--- src/core/acs_cfg.svh ---
// Purpose: constants for the acquisition/conversion sequencer
// Assumes: register port with one-cycle read latency, 8-bit data
// Notes: offsets are word indices on the plain register port
// Overview of operation
// - acquisition time is applied on every start, not only the first
// - acquisition select 000: start stops sampling and converts at once
// - nonzero select: keep sampling for programmed time, then convert automatically
// - conversion end clears start bit, sets done flag, resumes sampling
// - no status shows acquisition finished or conversion started
// - each 10-bit conversion takes exactly 11 bit periods
// - clock select decodes 2,4,8,16,32,64 oscillator periods or x11 internal RC
`ifndef ACS_CFG_SVH
`define ACS_CFG_SVH
`define ACS_ADDR_W 3
`define ACS_OFF_CTRL 3'h0
`define ACS_OFF_TIMING 3'h1
`define ACS_OFF_STATUS 3'h2
`define ACS_OFF_CLEAR 3'h3
`define ACS_OFF_ENABLE 3'h4
`define ACS_CTRL_GO_BIT 0
`define ACS_ADCS_LSB 0
`define ACS_ACQT_LSB 3
`define ACS_TIMING_RST 6'h00
`define ACS_CONV_BITS 4'hB
`define ACS_RC_DIV 8'h10
`endif

--- src/core/acs_pkg.sv ---
// Purpose: types for the acquisition/conversion sequencer
// Assumes: nothing
// Notes: gray-coded states along idle -> acquire -> convert
package acs_pkg;
  typedef enum logic [1:0] {
    ACS_IDLE = 2'b00,
    ACS_ACQ = 2'b01,
    ACS_CONV = 2'b11
  } acs_state_t;
endpackage

--- src/core/acs_tick_gen.sv ---
// Purpose: bit-period tick generator
// Assumes: rc_tick is already synchronised
// Notes: counts only while run is high so every sequence starts on a clean period, except x11 on the free-running RC
`timescale 1ns/1ps
`include "acs_cfg.svh"
module acs_tick_gen (
  input wire logic sys_clk,
  input wire logic rst_n,
  input wire logic run,
  input wire logic [2:0] clk_sel,
  input wire logic rc_tick,
  output logic tick
);
  logic [5:0] div_r;
  logic [5:0] limit;
  always_comb begin
    // bits 1:0 give the power, bit 2 doubles it
    case (clk_sel[1:0])
      2'b00: limit = clk_sel[2] ? 6'h03 : 6'h01;
      2'b01: limit = clk_sel[2] ? 6'h0F : 6'h07;
      2'b10: limit = clk_sel[2] ? 6'h3F : 6'h1F;
      default: limit = 6'h00;
    endcase
  end
  always_ff @(posedge sys_clk or negedge rst_n) begin
    if (!rst_n) begin
      div_r <= 6'h00;
    end else if (!run || div_r == limit) begin
      div_r <= 6'h00;
    end else begin
      div_r <= div_r + 6'h01;
    end
  end
  // x11 follows the internal RC oscillator instead of the divider
  assign tick = (clk_sel[1:0] == 2'b11) ? (run & rc_tick) : (run & (div_r == limit));
endmodule

--- src/core/acs_seq.sv ---
// Purpose: acquisition and conversion sequencer for a 10-bit converter
// Assumes: register strobes come from logic on sys_clk; rc_clk_in is asynchronous
// Notes: the analog sampler and converter sit outside; this block only times them
//
// Our own choices: the plain strobed port and the register addresses.
`timescale 1ns/1ps
`include "acs_cfg.svh"
module acs_seq (
  input wire logic sys_clk,
  input wire logic rst_n,
  input wire logic [`ACS_ADDR_W-1:0] reg_addr,
  input wire logic [7:0] reg_wdata,
  input wire logic reg_wr,
  input wire logic reg_rd,
  output logic [7:0] reg_rdata,
  input wire logic rc_clk_in,
  output logic sample_en,
  output logic conv_active,
  output logic bit_strobe,
  output logic irq,
  output acs_pkg::acs_state_t seq_state
);
  import acs_pkg::*;

  acs_state_t state_r;
  logic go_r;
  logic [5:0] timing_r;
  logic done_flag_r;
  logic done_en_r;
  logic [2:0] acq_cnt_r;
  logic [3:0] bit_cnt_r;
  logic rc_s1_r;
  logic rc_s2_r;
  logic rc_s3_r;
  logic rc_tick;
  logic tick;
  logic wr_go;
  logic conv_end;
  logic [2:0] acqt;

  assign acqt = timing_r[`ACS_ACQT_LSB +: 3];
  assign wr_go = reg_wr && reg_addr == `ACS_OFF_CTRL && reg_wdata[`ACS_CTRL_GO_BIT];
  assign conv_end = state_r == ACS_CONV && tick && bit_cnt_r == 4'h1;

  // rc oscillator pin: two flops, then edge detect on the settled copy
  always_ff @(posedge sys_clk or negedge rst_n) begin
    if (!rst_n) begin
      rc_s1_r <= 1'b0;
      rc_s2_r <= 1'b0;
      rc_s3_r <= 1'b0;
    end else begin
      rc_s1_r <= rc_clk_in;
      rc_s2_r <= rc_s1_r;
      rc_s3_r <= rc_s2_r;
    end
  end
  assign rc_tick = rc_s2_r & ~rc_s3_r;

  acs_tick_gen u_tick (
    .sys_clk(sys_clk),
    .rst_n(rst_n),
    .run(state_r != ACS_IDLE),
    .clk_sel(timing_r[`ACS_ADCS_LSB +: 3]),
    .rc_tick(rc_tick),
    .tick(tick)
  );

  always_ff @(posedge sys_clk or negedge rst_n) begin
    if (!rst_n) begin
      timing_r <= `ACS_TIMING_RST;
    end else if (reg_wr && reg_addr == `ACS_OFF_TIMING) begin
      timing_r <= reg_wdata[5:0];
    end
  end

  // sequencer; start writes while busy fall through untouched
  always_ff @(posedge sys_clk or negedge rst_n) begin
    if (!rst_n) begin
      state_r <= ACS_IDLE;
      go_r <= 1'b0;
      acq_cnt_r <= 3'h0;
      bit_cnt_r <= 4'h0;
    end else begin
      case (state_r)
        ACS_IDLE: begin
          if (wr_go) begin
            go_r <= 1'b1;
            acq_cnt_r <= acqt;
            bit_cnt_r <= `ACS_CONV_BITS;
            // select 000 converts at once; else keep sampling first
            state_r <= (acqt == 3'h0) ? ACS_CONV : ACS_ACQ;
          end
        end
        ACS_ACQ: begin
          if (tick) begin
            acq_cnt_r <= acq_cnt_r - 3'h1;
            if (acq_cnt_r == 3'h1) begin
              state_r <= ACS_CONV;
            end
          end
        end
        ACS_CONV: begin
          if (tick) begin
            bit_cnt_r <= bit_cnt_r - 4'h1;
            if (conv_end) begin
              go_r <= 1'b0;
              state_r <= ACS_IDLE;
            end
          end
        end
        default: state_r <= ACS_IDLE;
      endcase
    end
  end

  // done flag: set wins over a same-cycle clear
  always_ff @(posedge sys_clk or negedge rst_n) begin
    if (!rst_n) begin
      done_flag_r <= 1'b0;
    end else if (conv_end) begin
      done_flag_r <= 1'b1;
    end else if (reg_wr && reg_addr == `ACS_OFF_CLEAR && reg_wdata[0]) begin
      done_flag_r <= 1'b0;
    end
  end

  always_ff @(posedge sys_clk or negedge rst_n) begin
    if (!rst_n) begin
      done_en_r <= 1'b0;
    end else if (reg_wr && reg_addr == `ACS_OFF_ENABLE) begin
      done_en_r <= reg_wdata[0];
    end
  end

  // of the sequencer status only go and done are visible; acquire versus convert is not
  always_ff @(posedge sys_clk or negedge rst_n) begin
    if (!rst_n) begin
      reg_rdata <= 8'h00;
    end else if (reg_rd) begin
      case (reg_addr)
        `ACS_OFF_CTRL: reg_rdata <= {7'h00, go_r};
        `ACS_OFF_TIMING: reg_rdata <= {2'b00, timing_r};
        `ACS_OFF_STATUS: reg_rdata <= {7'h00, done_flag_r};
        `ACS_OFF_ENABLE: reg_rdata <= {7'h00, done_en_r};
        default: reg_rdata <= 8'h00;
      endcase
    end else begin
      reg_rdata <= 8'h00;
    end
  end

  // registered outputs trail the state by one cycle
  always_ff @(posedge sys_clk or negedge rst_n) begin
    if (!rst_n) begin
      sample_en <= 1'b1;
      conv_active <= 1'b0;
      bit_strobe <= 1'b0;
      irq <= 1'b0;
      seq_state <= ACS_IDLE;
    end else begin
      sample_en <= state_r != ACS_CONV;
      conv_active <= state_r == ACS_CONV;
      bit_strobe <= state_r == ACS_CONV && tick;
      irq <= done_flag_r & done_en_r;
      seq_state <= state_r;
    end
  end
endmodule

--- config.mk ---
export PLATFORM = sky130hd
export DESIGN_NAME = acs_seq
export DESIGN_NICKNAME = d
export VERILOG_FILES = /design/src/core/acs_pkg.sv /design/src/core/acs_tick_gen.sv /design/src/core/acs_seq.sv
export VERILOG_INCLUDE_DIRS = /design/src /design/src/core
export SDC_FILE = /design/constraint.sdc
export NUM_CORES = 1
export LEC_CHECK = 0
export ABC_AREA = 0
export BUFFER_PORTS_ARGS = -buffer_cell sky130_fd_sc_hd__buf_2
export CAP_MARGIN = 20
export CORE_UTILIZATION = 45
export DETAILED_ROUTE_END_ITERATION = 6
export PLACE_DENSITY_LB_ADDON = 0.05
export SLEW_MARGIN = 10
export SYNTH_ARGS = -nofsm -noshare
export SYNTH_HDL_FRONTEND = slang
export SYNTH_SLANG_ARGS = --single-unit
--- constraint.sdc ---
create_clock -name sys_clk -period 2.1 [get_ports sys_clk]
set_clock_uncertainty 0.1 [all_clocks]
set_input_delay 0.315 -clock sys_clk [delete_from_list [all_inputs] [get_ports sys_clk]]
set_output_delay 0.315 -clock sys_clk [all_outputs]
set_load 0.005 [all_outputs]
Word-level counts from Yosys, hierarchy flattened
Cells that the tools add are included.
{ "totals": {"regBits": 41, "out_inout_bits": 14} }
{ "classes": {"n_reduce_logical": 22, "add_sub_neg": 3, "n_bitwise": 5, "n_mux": 27, "n_eq_ne": 18} }
{ "ops": {"columns": ["operator", "count"], "rows": [
  ["one-hot mux 6 bit (4 select lines)", 1],
  ["two-way mux 6 bit", 3],
  ["one-hot mux 6 bit (3 select lines)", 1],
  ["two-way mux 2 bit", 7],
  ["two-way mux 4 bit", 3],
  ["inequality test 2 bit (second input constant)", 6],
  ["logical AND 1 bit", 8],
  ["one-hot mux 4 bit (2 select lines)", 1],
  ["nonzero test 2 bit", 4],
  ["adder 6 x 1 -> 6 bit (second input constant)", 1],
  ["== test 2 bit (second input constant)", 3],
  ["== test 3 x 1 -> 1 bit (second input constant)", 2],
  ["== test 3 x 2 -> 1 bit (second input constant)", 2],
  ["== test 6 bit", 1],
  ["logical NOT 3 bit", 2],
  ["two-way mux 1 bit", 6],
  ["two-way mux 3 bit", 2],
  ["one-hot mux 2 bit (3 select lines)", 1],
  ["one-hot mux 3 bit (2 select lines)", 1],
  ["AND reduction 3 bit", 2],
  ["AND reduction 5 bit", 1],
  ["AND 1 bit", 4],
  ["== test 2 x 1 -> 1 bit (second input constant)", 2],
  ["== test 4 x 1 -> 1 bit (second input constant)", 1],
  ["9 further kinds", 10]
]} }

Logic depth before layout (Yosys ltp)
{ "depth": {"depth_word": 10, "depth_mapped": 8, "ltp_nobuf": 8} }

Cells and area by module
Synthesis repeated with hierarchy kept, for this count alone.
{ "unflattened": {"hier_cells": 178, "hier_area_um2": 1955.6} }
{ "by_module_without_submodules": {"columns": ["module", "cells_each", "seq_area_each_um2", "area_per_inst_um2", "n_inst"], "rows": [
  ["acs_seq", 129, 827.0, 1481.4, 1],
  ["acs_tick_gen", 49, 150.1, 474.2, 1]
]} }

Worst setup path before layout
OpenSTA, ideal clock, no wires.
{ "synth_timing": {"path_kind": "reg2reg", "from": "register timing_r[0]", "to": "register state_r[0]", "path_stages_with_launch": 8, "arrival_time_ns": 1.931, "setup_time_ns": 0.124, "path_buffers": 0, "required_ns": 1.876, "path_slack_ns": -0.055, "path_cell_list": "dfrtp_1 -> inv_1 -> ha_1 -> xor2_1 -> or2_2 -> o31ai_4 -> nand3_4 -> a211o_1"} }
{ "synth_between": {"elab_chain_cells": 9, "word_cells_on_any_way": 14} }
{ "synth_lines": {"columns": ["item", "line_no", "rtl"], "rows": [
  ["start: declaration", "acs_seq.sv:27", "logic [5:0] timing_r;"],
  ["start signal: assignment", "acs_seq.sv:70", "timing_r <= `ACS_TIMING_RST;"],
  ["start signal: assignment", "acs_seq.sv:72", "timing_r <= reg_wdata[5:0];"],
  ["== test 2 bit, or another cell as far along", "acs_tick_gen.sv:18", "case (clk_sel[1:0])"],
  ["one-hot mux 6 bit (3 select lines)", "acs_tick_gen.sv:18", null],
  ["== test 6 bit", "acs_tick_gen.sv:35", "assign tick = (clk_sel[1:0] == 2'b11) ? (run & rc_tick) : (run & (div_r == limit));"],
  ["AND 1 bit", "acs_tick_gen.sv:35", null],
  ["two-way mux 1 bit (*)", "acs_tick_gen.sv:35", null],
  ["logical AND 1 bit (2 in series)", "acs_seq.sv:43", "assign conv_end = state_r == ACS_CONV && tick && bit_cnt_r == 4'h1;"],
  ["inequality test 2 bit (no line)", null, null],
  ["AND reduction 5 bit (no line) (*)", null, null],
  ["end signal: assignment", "acs_seq.sv:91", "state_r <= (acqt == 3'h0) ? ACS_CONV : ACS_ACQ;"],
  ["end: declaration", "acs_seq.sv:25", "acs_state_t state_r;"]
]} }
Mark *: on every way between the ends. The rest lies on a longest branch, timed or not.
A chain may end at the register's enable or synchronous reset.

Worst setup path in the final report
{ "layout_timing": {"from": "register timing_r[0]", "to": "register bit_cnt_r[3]"} }
{ "layout_between": {"elab_chain_cells": 7, "word_cells_on_any_way": 10} }
{ "layout_lines": {"columns": ["item", "line_no", "rtl"], "rows": [
  ["== test 2 bit, or another cell as far along", "acs_tick_gen.sv:18", null],
  ["one-hot mux 6 bit (3 select lines)", "acs_tick_gen.sv:18", null],
  ["== test 6 bit", "acs_tick_gen.sv:35", null],
  ["AND 1 bit", "acs_tick_gen.sv:35", null],
  ["two-way mux 1 bit (*)", "acs_tick_gen.sv:35", null],
  ["inequality test 2 bit (no line) (*)", null, null],
  ["AND reduction 3 bit (no line) (*)", null, null],
  ["end signal: assignment", "acs_seq.sv:89", "bit_cnt_r <= `ACS_CONV_BITS;"],
  ["end signal: assignment", "acs_seq.sv:104", "bit_cnt_r <= bit_cnt_r - 4'h1;"],
  ["end: declaration", "acs_seq.sv:31", "logic [3:0] bit_cnt_r;"]
]} }
Marks and branches as above.

==> impl_metrics.csv <==
group,metric,value,unit
finish,drive_gt1_share,39.29,%
logic_synthesis,synth_top_flop_cell,"dfrtp_1",
finish,multiInputGateArea,947.2,um^2
critical_path,critPathMaxFanout,4,
power_and_ir_drop,p_leak,1.144,nW
timing,period_minus_slack,2.167,ns
logic_synthesis,synth-edff-count,0,
timing,worst_slack,-0.06659,ns
placement,io_buffers,25,
cts,clockRootBuffer,"clkbuf_8",
route,first_iter_violations,71,
logic_synthesis,synth_area_per_cell,11.13,um^2
timing,finalSetupTns,-0.2585,ns
global_route,grtUsageMet3,6.336,%
critical_path,r2r-start,"timing_r[0]",
critical_path,start_kind,"register",
timing,final.period_utilization,103.2,%
logic_synthesis,ys_seq_area_share,51.93,%
finish,fillers,339,
cts,htreeDepth,2,
timing,fmax,461.6,MHz
critical_path,crit_type,"reg -> reg",
finish,fin_nets,248,
global_route,grt_start_max_net_pins,17,
cts,numCtsBuffers,5,
timing,worst_pin_slew,0.5726,ns
worst_hold_path,worstHoldStart,"rc_clk_in",
logic_synthesis,ys.warnings.count,0,
route,drtAntennaViolNets,0,
route,first_pass_iters,4,
floorplan,start_util,47.04,%
power_and_ir_drop,irDropWorstVdd,0.0007426,V
run_status,violations,"setup timing",
global_route,grt_antenna_before_repair,0,
power_and_ir_drop,power.density,1151,nW/um^2
placement,place_inst,255,
critical_path,crit_arrival,2.29,ns
floorplan,die_h,66.67,um
logic_synthesis,ys_types,46,
floorplan,io_pins,30,
logic_synthesis,async_flop_share,100.0,%
route,routed_wl,3941,um
route,drc,0,
global_route,grt_pass1_vias,1432,
placement,place.gp.congestion,0.8382,
route,viasPerCell,5.212,
route,wl_per_cell,14.38,um
finish,ff_latch_area,977.2,um^2
floorplan,die_area,4444,um^2
finish,syn_to_final_growth,31.18,%
timing,rsz0062_at_grt,"true",
route,via_count,1428,
critical_path,crit_required,2.22,ns
timing,hold_viol,0,
finish,diodes,0,
timing,setup_viol,11,
critical_path,crit_path_start,"timing_r[0]",
cts,clock_tree.buffer_depth,2,
cts,cts.sinks,39,
global_route,use_met1,25.36,%
floorplan,core_area,4000,um^2
global_route,grt_use_met2,31.69,%
timing,finalMaxSlewViolations,0,
global_route,grt_overflow,0,
flow_run,cap_violations,0,
floorplan,die_w,66.67,um
logic_synthesis,synth-seq-cells,39,
logic_synthesis,syn_area,1882,um^2
run_status,status,"complete, but fails checks",
logic_synthesis,synthCells,169,
cts,clock_latency,0.29,ns
critical_path,end_kind,"register",
global_route,grtUsageTotal,20.48,%
floorplan,fp-row-count,23,
timing,slew_headroom,61.74,%
global_route,grt-busiest-layer,"met2",
cts,clkTransAtPathRegs,0.08,ns
placement,dp_hpwl,2720,um
global_route,grt_pass1_wl,6534,um
worst_hold_path,hp-class,"in -> reg",
cts,tritoncts,"built",
finish,final_cells,274,
==> metrics by stage <==
stage	power [mW]	hold slack, ns	instance area, um^2	worst slack (ns)	utilization [%]
floorplan	1.700	-0.08059	1901	0.006838	-
global placement	1.960	0.1477	2166	-0.08096	54.14
detailed placement	2.005	0.1554	2166	-0.09434	54.14
CTS	2.793	0.01774	2412	-0.04566	60.31
global route	3.047	0.01509	2469	-0.1636	61.71
finish	2.842	0.02942	2469	-0.06659	61.71
==> state kept, by name, indices dropped and copies added (netlist names) <==
signal,flops
reg_rdata,6
timing_r,6
u_tick.div_r,6
bit_cnt_r,4
acq_cnt_r,3
seq_state,2
state_r,2
bit_strobe,1
conv_active,1
done_en_r,1
done_flag_r,1
go_r,1
irq,1
rc_s1_r,1
rc_s2_r,1
rc_s3_r,1
sample_en,1
==> cells by family after synthesis <==
| group | count (synthesis) | share of synthesized area [%] |
|---|---|---|
| AO/OA/AOI/OAI | 30 | 11.64 |
| other | 1 | 0.1993 |
| AND/OR/NAND/NOR | 60 | 18.68 |
| adder cells (fa/ha/maj) | 9 | 5.984 |
| flip-flops | 39 | 51.93 |
| buffers and inverters | 14 | 3.258 |
| XOR/XNOR | 8 | 3.723 |
| multiplexers | 8 | 4.588 |
==> cell usage in the layout, fill, tap and decap left out, types with 2 or more instances in the layout <==
| cell type | instances |
|---|---|
| mux2i_1 | 3 |
| a211o_1 | 2 |
| mux2_2 | 5 |
| inv_2 | 2 |
| o21ai_2 | 2 |
| a211oi_1 | 2 |
| clkbuf_8 | 6 |
| xnor2_1 | 4 |
| inv_1 | 9 |
| nand2_1 | 7 |
| nor2_1 | 12 |
| or3_1 | 3 |
| nand3_1 | 6 |
| buf_2 | 25 |
| ha_1 | 6 |
| buf_6 | 4 |
| o21ai_0 | 5 |
| ha_4 | 3 |
| nand2_2 | 2 |
| nor3_1 | 3 |
| o211ai_1 | 4 |
| nand3b_1 | 2 |
| dfrtp_1 | 38 |
| xor2_1 | 3 |
| nor4_1 | 2 |
| and2_1 | 6 |
| conb_1 | 2 |
| nand2b_1 | 3 |
| a21oi_1 | 3 |
| nand3_4 | 2 |
| o31a_1 | 2 |
| buf_4 | 19 |
==> power by group <==
group | switching, mW | total (mW) | internal (mW)
logic | 0.538 | 1.07 | 0.530
clock network | 0.256 | 0.641 | 0.384
registers | 0.186 | 1.13 | 0.948
==> per-layer routing <==
metal	vias up	share of wire, %
met5	-	0
met2	32	48
met3	11	3.9
met1	694	45
met4	0	2.9
li1	691	-
==> synth_stat cells, drive strengths merged (3+ instances only) <==
master  instances  area, um^2
nand2b          3       18.77
nor2           12       45.04
dfrtp          38       950.9
buf             3       20.01
o211ai          4       30.03
xnor2           4       35.03
nor3            3       15.01
and2            6       37.54
or3             5       32.53
xor2            4       35.03
o21ai           9       48.80
inv            11       41.29
mux2            5       56.30
ha              9       112.6
a21oi           4       20.02
nand2          10       45.04
mux2i           3       30.03
nand3           8       57.56
==> timing repair <==
item	in CTS	in global routing
hold buffers	1	0
setup buffers	9	1
endpoints found under the setup margin	17	17
pin swaps	17	12
gates resized for setup	11	12
cloned	0	0
hold endpoints to repair	13	0
==> final timing paths <==
check                          endpoint  slack, ns  depth (start not counted)
setup / recovery           bit_cnt_r[3]      -0.07                          7
hold / removal                  rc_s1_r       0.03                          1
setup reg to reg           bit_cnt_r[3]      -0.07                          7
hold reg to reg                 rc_s2_r       0.26                          0
max in group asynchronous   conv_active       1.02                          3
min in group asynchronous  reg_rdata[2]       0.36                          2
==> final cells by class <==
| cell class | count | area share, % |
|---|---|---|
| clock buffers | 6 | 3.345 |
| clock inverters | 2 | 1.419 |
| inverters | 11 | 1.673 |
| multi-input cells | 117 | 38.37 |
| flip-flops and latches | 39 | 39.58 |
| well taps | 50 | 2.534 |
| repair buffers | 49 | 13.08 |
==> critical path, stage by stage (launching register included) <==
cell      delay [ns]
dfrtp_1         0.42
buf_4           0.16
ha_4            0.17
nand2b_1        0.15
or3_1           0.37
o31a_1          0.29
or3_1           0.36
nand3_1         0.07
No activity file was read; power rests on OpenSTA's default activity.
